## src/rtl/qts_pkg.sv

```systemverilog
package qts_pkg;

  // ***************************************************************
  // Timebase and timing
  // ***************************************************************
  localparam longint unsigned QTS_CLK_HZ       = 64'd100_000_000;
  localparam longint unsigned QTS_SEC_PER_MIN  = 64'd60;
  localparam longint unsigned QTS_WAIT20_MIN   = 64'd2;
  localparam longint unsigned QTS_IDLE_MIN     = 64'd10;
  localparam longint unsigned QTS_DEB_MS       = 64'd20;
  localparam longint unsigned QTS_MS_PER_SEC   = 64'd1000;

  // Longest waits are exact products, debounce rounds down
  localparam logic [35:0] QTS_WAIT20_CYC =
    36'(QTS_WAIT20_MIN * QTS_SEC_PER_MIN * QTS_CLK_HZ);
  localparam logic [35:0] QTS_IDLE_CYC =
    36'(QTS_IDLE_MIN * QTS_SEC_PER_MIN * QTS_CLK_HZ);
  localparam logic [23:0] QTS_DEB_CYC =
    24'(QTS_DEB_MS * QTS_CLK_HZ / QTS_MS_PER_SEC);

  // ***************************************************************
  // Step numbering and display codes
  // ***************************************************************
  localparam logic [5:0] QTS_STEP_FIRST     = 6'h01;
  localparam logic [5:0] QTS_STEP_SENS_FIRST = 6'h0e;
  localparam logic [5:0] QTS_STEP_OUT_FIRST = 6'h18;
  localparam logic [5:0] QTS_STEP_LAST      = 6'h21;
  localparam logic [3:0] QTS_DIGIT_2        = 4'h2;
  localparam logic [3:0] QTS_DIGIT_8        = 4'h8;

  // ***************************************************************
  // Register map
  // ***************************************************************
  localparam logic [11:0] QTS_ADDR_CTRL   = 12'h000;
  localparam logic [11:0] QTS_ADDR_STATUS = 12'h004;
  localparam logic        QTS_CTRL_RST    = 1'b1;

  // ***************************************************************
  // Types
  // ***************************************************************
  typedef enum logic [2:0] {
    QTS_ST_IDLE   = 3'b000,
    QTS_ST_WAIT20 = 3'b001,
    QTS_ST_READY  = 3'b010,
    QTS_ST_STEP   = 3'b011,
    QTS_ST_RESULT = 3'b100,
    QTS_ST_RUN    = 3'b101
  } qts_state_e_t;

  typedef struct packed {
    logic       hi_on;
    logic [3:0] hi;
    logic       hi_dp;
    logic       lo_on;
    logic [3:0] lo;
    logic       lo_dp;
  } qts_disp_t;

  typedef struct packed {
    logic       button;
    logic       occupied;
    logic       enthalpy_contact;
    logic       lps1;
    logic       lps2;
    logic       relay_closed;
    logic       hdr_60hz;
    logic [3:0] hdr_type;
    logic [3:0] hdr_comp;
    logic [7:0] dip;
    logic [9:0] sensor_ok;
  } qts_pins_t;

  typedef struct packed {
    logic [6:0]   rsvd;
    logic         occupied;
    logic         unit_start;
    logic         alarm;
    qts_disp_t    disp;
    logic [5:0]   step;
    logic         test_en;
    logic [2:0]   state;
  } qts_status_t;

  typedef struct packed {
    qts_pins_t    ps1;
    qts_pins_t    ps2;
    logic         btn_stable;
    logic [23:0]  deb_cnt;
    logic [35:0]  timer;
    qts_state_e_t state;
    logic [5:0]   step;
    qts_disp_t    disp;
    logic         alarm;
    logic         unit_start;
    logic         test_mode;
    logic         act_pulse;
    logic [5:0]   act_step;
    logic         test_en;
    logic         pready;
    logic         pslverr;
    logic [31:0]  prdata;
  } qts_regs_t;

  localparam qts_regs_t QTS_REGS_RST = '{
    state:   QTS_ST_IDLE,
    test_en: QTS_CTRL_RST,
    default: '0
  };

endpackage : qts_pkg

```

## src/rtl/qts_sequencer.sv

```systemverilog
// Our own choices: register access over APB and the register offsets.
module qts_sequencer
  import qts_pkg::*;
#(
  parameter logic [35:0] P_WAIT20_CYC = QTS_WAIT20_CYC,
  parameter logic [35:0] P_IDLE_CYC   = QTS_IDLE_CYC,
  parameter logic [23:0] P_DEB_CYC    = QTS_DEB_CYC
) (
  // Clock and reset
  input  wire logic        i_clk,
  input  wire logic        i_arst_n,
  // Operator and contacts
  input  wire logic        i_button,
  input  wire logic        i_occupied,
  input  wire logic        i_enthalpy_contact,
  input  wire logic        i_lps1,
  input  wire logic        i_lps2,
  input  wire logic        i_relay_closed,
  // Configuration header and option switches
  input  wire logic        i_hdr_60hz,
  input  wire logic [3:0]  i_hdr_type,
  input  wire logic [3:0]  i_hdr_comp,
  input  wire logic [7:0]  i_dip,
  // Sensor and potentiometer checks
  input  wire logic [9:0]  i_sensor_ok,
  // APB slave
  input  wire logic        i_psel,
  input  wire logic        i_penable,
  input  wire logic        i_pwrite,
  input  wire logic [11:0] i_paddr,
  input  wire logic [31:0] i_pwdata,
  input  wire logic [3:0]  i_pstrb,
  // Display and lamps
  output qts_disp_t        o_disp,
  output logic             o_alarm_light,
  output logic             o_unit_start,
  output logic             o_test_mode,
  // Output-step relay action
  output logic             o_action_pulse,
  output logic [5:0]       o_action_step,
  // APB answer
  output logic             o_pready,
  output logic             o_pslverr,
  output logic [31:0]      o_prdata
);

  // ***************************************************************
  // Display code helpers
  // ***************************************************************

  // Step number with a point after each digit
  // Tens come from three compares rather than a divider; steps
  // stop at 33, so the range never reaches forty
  function automatic qts_disp_t step_code(input logic [5:0] s);
    qts_disp_t d;
    logic [5:0] ones;
    d    = '0;
    ones = s;
    d.lo_on = 1'b1;
    d.lo_dp = 1'b1;
    if (s >= 6'h1e) begin
      d.hi = 4'h3;
      ones = s - 6'h1e;
    end else if (s >= 6'h14) begin
      d.hi = 4'h2;
      ones = s - 6'h14;
    end else if (s >= 6'h0a) begin
      d.hi = 4'h1;
      ones = s - 6'h0a;
    end
    if (s >= 6'h0a) begin
      d.hi_on = 1'b1;
      d.hi_dp = 1'b1;
    end
    d.lo = ones[3:0];
    return d;
  endfunction : step_code

  // Result for a step, never with points
  // Output steps report the relay feedback pin; the relay itself is
  // driven outside the block on the action pulse
  function automatic qts_disp_t result_code(input logic [5:0] s,
                                            input qts_pins_t p);
    qts_disp_t d;
    logic b;
    d = '0;
    b = 1'b0;
    d.lo_on = 1'b1;
    case (s)
      6'h01: begin
        d.hi_on = 1'b1;
        d.lo    = p.hdr_type;
      end
      6'h02: d.lo = p.hdr_comp;
      6'h03: d.lo = {3'h0, p.dip[5]} + {3'h0, p.dip[6]};
      6'h04: begin
        d.hi_on = 1'b1;
        d.hi    = p.hdr_60hz ? 4'h6 : 4'h5;
      end
      6'h05: b = p.dip[1];
      6'h06: b = p.dip[2];
      6'h07: b = p.dip[3];
      6'h08: b = p.dip[4];
      6'h09: b = p.enthalpy_contact;
      6'h0a: b = p.lps1;
      6'h0b: b = p.lps2;
      6'h0c: b = 1'b1;
      6'h0d: b = 1'b1;
      default: begin
        // Sensor group, else output group
        // Sensor steps index the good-input bits from step 14 up
        if (s < QTS_STEP_OUT_FIRST) begin
          b = p.sensor_ok[4'(s - QTS_STEP_SENS_FIRST)];
        end else begin
          b = p.relay_closed;
        end
      end
    endcase
    if (s >= 6'h05) begin
      d.lo = {3'h0, b};
    end
    return d;
  endfunction : result_code

  // ***************************************************************
  // State and pin gathering
  // ***************************************************************
  qts_regs_t   r_q;
  qts_regs_t   r_d;
  qts_pins_t   pins_in;
  qts_status_t status;

  // All pins sampled as one group
  // Nothing reads these before the two synchroniser stages
  assign pins_in = '{
    button:           i_button,
    occupied:         i_occupied,
    enthalpy_contact: i_enthalpy_contact,
    lps1:             i_lps1,
    lps2:             i_lps2,
    relay_closed:     i_relay_closed,
    hdr_60hz:         i_hdr_60hz,
    hdr_type:         i_hdr_type,
    hdr_comp:         i_hdr_comp,
    dip:              i_dip,
    sensor_ok:        i_sensor_ok
  };

  // Status word seen by software
  // Low 25 bits used, the rest read as zero
  assign status = '{
    rsvd:       '0,
    occupied:   r_q.ps2.occupied,
    unit_start: r_q.unit_start,
    alarm:      r_q.alarm,
    disp:       r_q.disp,
    step:       r_q.step,
    test_en:    r_q.test_en,
    state:      r_q.state
  };

  // ***************************************************************
  // Next state
  // ***************************************************************
  // One pass builds the whole next state from the current one
  always_comb begin
    logic press;
    logic tmo;
    press = 1'b0;
    tmo   = 1'b0;
    r_d   = r_q;

    // Two-stage synchroniser, first stage feeds only the second
    // Header and switches ride the same flops: they are static, so a
    // word torn across an edge settles within one cycle
    r_d.ps1 = pins_in;
    r_d.ps2 = r_q.ps1;

    // Debounce: level must hold a full window before it counts
    // Trade-off: each press pays the whole window in latency, but a
    // bounce shorter than the window never advances the sequence
    if (r_q.ps2.button != r_q.btn_stable) begin
      if (r_q.deb_cnt >= P_DEB_CYC - 24'h000001) begin
        r_d.btn_stable = r_q.ps2.button;
        r_d.deb_cnt    = '0;
        press          = r_q.ps2.button;
      end else begin
        r_d.deb_cnt = r_q.deb_cnt + 24'h000001;
      end
    end else begin
      r_d.deb_cnt = '0;
    end

    // Free timer, cleared at every press-driven move, on entry to wait 20 and when occupied drops
    // One timer serves the 20 wait and the test idle limit, as only
    // one of them can run at a time
    r_d.timer     = r_q.timer + 36'h000000001;
    r_d.act_pulse = 1'b0;

    case (r_q.state)
      // Wait for the occupied contact
      QTS_ST_IDLE: begin
        if (r_q.ps2.occupied) begin
          r_d.state = QTS_ST_WAIT20;
          r_d.timer = '0;
        end
      end
      // A press enters test when test_en is set; silence starts the unit
      QTS_ST_WAIT20: begin
        tmo = (r_q.timer >= P_WAIT20_CYC - 36'h000000001);
        if (press && r_q.test_en) begin
          r_d.state = QTS_ST_READY;
          r_d.timer = '0;
        end else if (tmo) begin
          r_d.state = QTS_ST_RUN;
        end
      end
      // Test ready; the next press opens step 1
      QTS_ST_READY: begin
        tmo = (r_q.timer >= P_IDLE_CYC - 36'h000000001);
        if (press) begin
          r_d.state = QTS_ST_STEP;
          r_d.step  = QTS_STEP_FIRST;
          r_d.timer = '0;
        end else if (tmo) begin
          r_d.state = QTS_ST_RUN;
        end
      end
      // Step number shown; the next press runs the step
      QTS_ST_STEP: begin
        tmo = (r_q.timer >= P_IDLE_CYC - 36'h000000001);
        if (press) begin
          r_d.state = QTS_ST_RESULT;
          r_d.timer = '0;
          // Output steps drive their relay on the second press
          if (r_q.step >= QTS_STEP_OUT_FIRST) begin
            r_d.act_pulse = 1'b1;
            r_d.act_step  = r_q.step;
          end
        end else if (tmo) begin
          r_d.state = QTS_ST_RUN;
        end
      end
      // Result shown; the next press moves one step forward
      QTS_ST_RESULT: begin
        tmo = (r_q.timer >= P_IDLE_CYC - 36'h000000001);
        if (press) begin
          r_d.timer = '0;
          // Forward only; after the last step the unit starts
          if (r_q.step == QTS_STEP_LAST) begin
            r_d.state = QTS_ST_RUN;
          end else begin
            r_d.state = QTS_ST_STEP;
            r_d.step  = r_q.step + 6'h01;
          end
        end else if (tmo) begin
          r_d.state = QTS_ST_RUN;
        end
      end
      // Normal operation until occupied drops
      QTS_ST_RUN: begin
        r_d.state = QTS_ST_RUN;
      end
      // Unused code: recover to idle
      default: begin
        r_d.state = QTS_ST_IDLE;
      end
    endcase

    // Losing occupied aborts everything except an action pulse set in the same cycle; the only way back to step 1
    // The step clears too, so a re-entry always opens at step 1
    if (!r_q.ps2.occupied) begin
      r_d.state = QTS_ST_IDLE;
      r_d.step  = '0;
      r_d.timer = '0;
    end

    // Display and lamps follow the next state
    r_d.disp = '0;
    case (r_d.state)
      // Code 20 while the operator is awaited
      QTS_ST_WAIT20: begin
        r_d.disp.hi_on = 1'b1;
        r_d.disp.hi    = QTS_DIGIT_2;
        r_d.disp.lo_on = 1'b1;
      end
      // Code 88: test program ready
      QTS_ST_READY: begin
        r_d.disp.hi_on = 1'b1;
        r_d.disp.hi    = QTS_DIGIT_8;
        r_d.disp.lo_on = 1'b1;
        r_d.disp.lo    = QTS_DIGIT_8;
      end
      QTS_ST_STEP:   r_d.disp = step_code(r_d.step);
      QTS_ST_RESULT: r_d.disp = result_code(r_d.step, r_q.ps2);
      default:       r_d.disp = '0;
    endcase
    // Alarm lamp marks the whole test program, 88 included
    r_d.test_mode  = (r_d.state == QTS_ST_READY) ||
                     (r_d.state == QTS_ST_STEP)  ||
                     (r_d.state == QTS_ST_RESULT);
    r_d.alarm      = r_d.test_mode;
    r_d.unit_start = (r_d.state == QTS_ST_RUN);

    // APB: answer in the access cycle, slverr on unmapped words
    // Setup is taken only while ready is low, so it is taken once
    r_d.pready  = 1'b0;
    r_d.pslverr = 1'b0;
    if (i_psel && !i_penable && !r_q.pready) begin
      r_d.pready = 1'b1;
      case (i_paddr)
        QTS_ADDR_CTRL:   r_d.prdata = {31'h00000000, r_q.test_en};
        QTS_ADDR_STATUS: r_d.prdata = status;
        default: begin
          r_d.prdata  = '0;
          r_d.pslverr = 1'b1;
        end
      endcase
    end
    // A write lands only at the access edge, with ready standing;
    // status is read-only, so a write there is dropped without error
    if (i_psel && i_penable && r_q.pready && i_pwrite &&
        (i_paddr == QTS_ADDR_CTRL) && i_pstrb[0]) begin
      r_d.test_en = i_pwdata[0];
    end
  end

  // ***************************************************************
  // State register
  // ***************************************************************
  // Asynchronous reset loads constants only
  always_ff @(posedge i_clk or negedge i_arst_n) begin
    if (!i_arst_n) begin
      r_q <= QTS_REGS_RST;
    end else begin
      r_q <= r_d;
    end
  end

  // Outputs straight from flops
  // No output passes through logic, so the pins cannot glitch
  assign o_disp         = r_q.disp;
  assign o_alarm_light  = r_q.alarm;
  assign o_unit_start   = r_q.unit_start;
  assign o_test_mode    = r_q.test_mode;
  assign o_action_pulse = r_q.act_pulse;
  assign o_action_step  = r_q.act_step;
  assign o_pready       = r_q.pready;
  assign o_pslverr      = r_q.pslverr;
  assign o_prdata       = r_q.prdata;

endmodule : qts_sequencer

```

## config.mk

```make
export PLATFORM = sky130hd
export DESIGN_NAME = qts_sequencer
export DESIGN_NICKNAME = d
export VERILOG_FILES = /design/src/rtl/qts_pkg.sv /design/src/rtl/qts_sequencer.sv
export SDC_FILE = /design/constraint.sdc
export NUM_CORES = 1
export LEC_CHECK = 0
export BUFFER_PORTS_ARGS = -buffer_cell sky130_fd_sc_hd__buf_4
export CAP_MARGIN = 20
export CORE_MARGIN = 8
export CORE_UTILIZATION = 51
export DETAILED_ROUTE_END_ITERATION = 16
export PLACE_DENSITY = 0.8
export SLEW_MARGIN = 20
export SYNTH_ARGS = -nofsm -noshare
export SYNTH_HDL_FRONTEND = slang
export SYNTH_SLANG_ARGS = --single-unit
```

## constraint.sdc

```tcl
create_clock -name i_clk -period 3.7 [get_ports i_clk]
set_input_delay 0.37 -clock i_clk [delete_from_list [all_inputs] [get_ports i_clk]]
set_output_delay 0.37 -clock i_clk [all_outputs]
set_load 0.005 [all_outputs]
```

==> impl_metrics.json <==
{
  "worst_ir_drop_vdd_mv": 0.3205,
  "gp_congestion": 0.8910,
  "die_h_um": 142.6,
  "synth_top_family_by_area": "simple AND/OR/NAND/NOR gates",
  "synth_compound_area_frac": 0.1171,
  "combPwrFrac": 0.039,
  "ys_ff_latch": 181,
  "power_frac_seq": 0.511,
  "synth-edff-count": 0,
  "synth.mux.area_fraction": 0.01271,
  "gr-total-overflow": 0,
  "die_w_um": 142.6,
  "switchingPower_w": 0.0008637,
  "synth_xor_xnor_area_share": 0.05573,
  "synth-seq-area-share": 0.5543,
  "area_growth_pct": 17.25,
  "p_leak_nw": 4.337,
  "tightest_slew_ns": 0.9526,
  "critPathMaxFanout": 10,
  "fin_skew_ns": 0.01420,
  "antenna_found_initial": 0,
  "clkPwrFrac": 0.449,
  "wl_per_cell_um": 16.01,
  "io_pins": 142,
  "crit_path_start_kind": "flop",
  "grtUsageTotal": 0.1739,
  "holdCritPathClass": "input port to asynchronous set/reset pin",
  "drt_wl_total_um": 17150,
  "multi_input_area_um2": 3188,
  "critical_path.top_delay_family": "simple AND/OR/NAND/NOR gates",
  "worst_setup_path_end_kind": "flop",
  "synth_warnings": 0,
  "finalCritPeriodShare": 0.9660,
  "slowest_delay_ns": 0.56,
  "avgViaCountPerCell": 5.425,
  "crit_slowest_cell": "or4_4",
  "cp_cell_sequence": "or4_4 > nor4_4 > buf_4 > a211oi_4 > or4_4 > a31o_4 > or3_4 > o221ai_2 > a211oi_1 > or3b_1 > o211ai_2",
  "p_sw_frac": 0.2163,
  "hold_buffers": 0,
  "port_buffers": 98,
  "synth_cells": 770,
  "critPathBufInv": 1,
  "slew_violations": 0,
  "cts.clk_slew.worst_paths_ns": 0.07,
  "htreeDepth": 4,
  "nFillCells": 1294,
  "cp_data_required_time_ns": 4.05,
  "initial_utilization": 0.5182,
  "clock_path_buffers": 2,
  "grt_max_degree": 91,
  "n_antenna_cell": 0,
  "syn_avg_cell_area_um2": 10.61,
  "layout_commonest_cell": "dfrtp_1",
  "detail-route-antenna-nets": 0,
  "via_count": 5810,
  "dr.pass1.iters": 5,
  "seqCellArea_um2": 4531,
  "placed_cell_area_um2": 8909,
  "fmax_mhz": 279.8,
  "grt_pass1_wl_um": 28230,
  "clk_latency_ns": 0.43,
  "ys_async_sr_fraction": 1.000,
  "yosys.area_share.adder": 0.02296,
  "critPathKind": "flop to flop",
  "fin_crit_ns": 3.574,
  "cap_violations": 0,
  "outcome": "finished clean",
  "clock-sinks": 181,
  "post-route-drc-count": 0,
  "setup_viol": 0,
  "synth_top_flop_cell": "dfrtp_1",
  "p_int_w": 0.003130,
  "netlist_area_um2": 8173,
  "path_common_cell": "or4_4",
  "die-area_um2": 20330,
  "power.density_nw_per_um2": 416.7,
  "layout_common_cells": "180 x dfrtp_1, 114 x buf_4, 96 x nor2_1, 72 x nand2_1, 32 x xor2_1",
  "drive_above_1_share": 0.2094,
  "final_nets": 943,
  "cts-root-buf": "clkbuf_16",
  "cts_tree": "yes",
  "grt_pass1_vias": 5818,
  "hpwl_um": 11990,
  "cts_made_buffers": 17,
  "final_area_um2": 9583,
  "hold_viol": 0,
  "yosysUniqueCellTypes": 70,
  "core-area_um2": 15770,
  "yosys.area_share.simple": 0.1669,
  "slew_headroom": 0.3650,
  "arrival_ns": 3.92,
  "rows": 46,
  "drt_iter0_drc": 477,
  "holdWs_ns": 0.0001483
}
## cell usage after synthesis, types with 2 or more instances
library cell / count / share of area
dfrtp_1: 180 / 0.55
nor2_1: 96 / 0.044
nand2_1: 72 / 0.033
buf_4: 51 / 0.047
xor2_1: 32 / 0.034
nand3_1: 29 / 0.018
inv_1: 27 / 0.012
a22o_1: 24 / 0.026
a21oi_1: 23 / 0.014
xnor2_1: 20 / 0.021
o21ai_0: 19 / 0.012
clkbuf_1: 17 / 0.0078
ha_1: 15 / 0.023
nand4_1: 13 / 0.010
nor3_1: 13 / 0.0080
and3_1: 12 / 0.0092
nor4_1: 8 / 0.0061
mux2i_1: 7 / 0.0086
o211ai_1: 6 / 0.0055
o31ai_1: 6 / 0.0055
a21o_1: 5 / 0.0046
a31oi_1: 5 / 0.0038
and4_1: 5 / 0.0054
nand2b_1: 5 / 0.0038
nor2b_1: 5 / 0.0038
or3_1: 5 / 0.0038
a22oi_1: 4 / 0.0037
o2111ai_1: 4 / 0.0043
a211oi_1: 3 / 0.0028
a2bb2oi_1: 3 / 0.0032
a31o_2: 3 / 0.0032
buf_2: 3 / 0.0018
mux2_2: 3 / 0.0041
o22ai_1: 3 / 0.0023
a2111oi_0: 2 / 0.0021
a21boi_0: 2 / 0.0018
and2_1: 2 / 0.0015
nand3b_1: 2 / 0.0018
nand4b_1: 2 / 0.0021
o32a_1: 2 / 0.0024
or3_4: 2 / 0.0028
or4_4: 2 / 0.0028
## worst register-to-register path, stage by stage, from the launching register on
cell and delay (ns):
dfrtp_1 0.41, or4_4 0.56, nor4_4 0.26, buf_4 0.18, a211oi_4 0.11, or4_4 0.52, a31o_4 0.31, or3_4 0.43
o221ai_2 0.18, a211oi_1 0.06, or3b_1 0.38, o211ai_2 0.09
## per-stage QoR
stage	total power [W]	cells	utilization	setup WS, ns	setup TNS [ns]
after global placement	0.002233	1038	0.5649	0.2381	0
after floorplan	0.002133	779	-	0.2385	0
final	0.003993	1071	0.6077	0.1259	0
after global routing	0.004133	1071	0.6077	-0.01975	-0.05159
after CTS	0.004034	1070	0.6028	0.1013	0
after detailed placement	0.002239	1038	0.5649	0.1292	0
## power groups by stage
stage                     clock network (W)  logic (W)  registers (W)
final                               0.00179   0.000158        0.00204
after global routing                0.00191   0.000179        0.00204
after CTS                           0.00183   0.000161        0.00204
after detailed placement                  0   0.000160        0.00208
after global placement                    0   0.000156        0.00208
after floorplan                           0  0.0000618        0.00207
## repair_timing
action,in CTS,in global routing
setup endpoints to repair,0,5
buffers inserted,0,1
gates resized for setup,0,12
## path summary, 6_finish.rpt
check	start	end	slack, ns	cells past startpoint
worst min-delay path	i_arst_n	o_prdata[11]$_DFFE_PN0P_	0.0001	1
worst max register to register	r_q[116]$_DFF_PN0_	o_disp[1]$_DFF_PN0_	0.13	11
worst min register to register	r_d[150]$_DFF_PN0_	r_q[150]$_DFF_PN0_	0.35	0
min in group i_clk	i_lps1	r_d[156]$_DFF_PN0_	0.04	1
max in group asynchronous	i_arst_n	r_q[34]$_DFFE_PN1P_	2.82	2
worst max-delay path	r_q[116]$_DFF_PN0_	o_disp[1]$_DFF_PN0_	0.13	11
## metal layers
layer	up-vias	GRT usage	share of wire
li1	2763	-	-
met1	2856	0.2296	0.45
met2	171	0.2745	0.47
met3	20	0.04227	0.062
met4	0	0.06040	0.015
met5	-	0	0
## cells by family (layout without fill, tap and decap cells)
family / count (synthesis) / after routing
AND/OR/NAND/NOR: 282 / 282
adder cells (fa/ha/maj): 15 / 15
flip-flops: 181 / 181
multiplexers: 10 / 10
buffers and inverters: 100 / 176
XOR/XNOR: 52 / 52
AO/OA/AOI/OAI: 129 / 129
other: 1 / 10
## cell type report
type                            count  area share
Tap cell                          216     0.02820
Timing Repair Buffer              116     0.09257
Inverter                           28     0.01136
Clock buffer                       20     0.04766
Sequential cell                   181      0.4728
Clock inverter                     12     0.01475
Multi-Input combinational cell    498      0.3327
## registers in the layout (all words and copies together) (netlist names)
signal	cells
o_pready	1
o_action_pulse	1
o_unit_start	1
r_d	31
o_prdata	25
o_test_mode	1
r_q	102
o_pslverr	1
o_action_step	6
o_disp	12
Note: power is estimated with default switching activity, not from simulation.
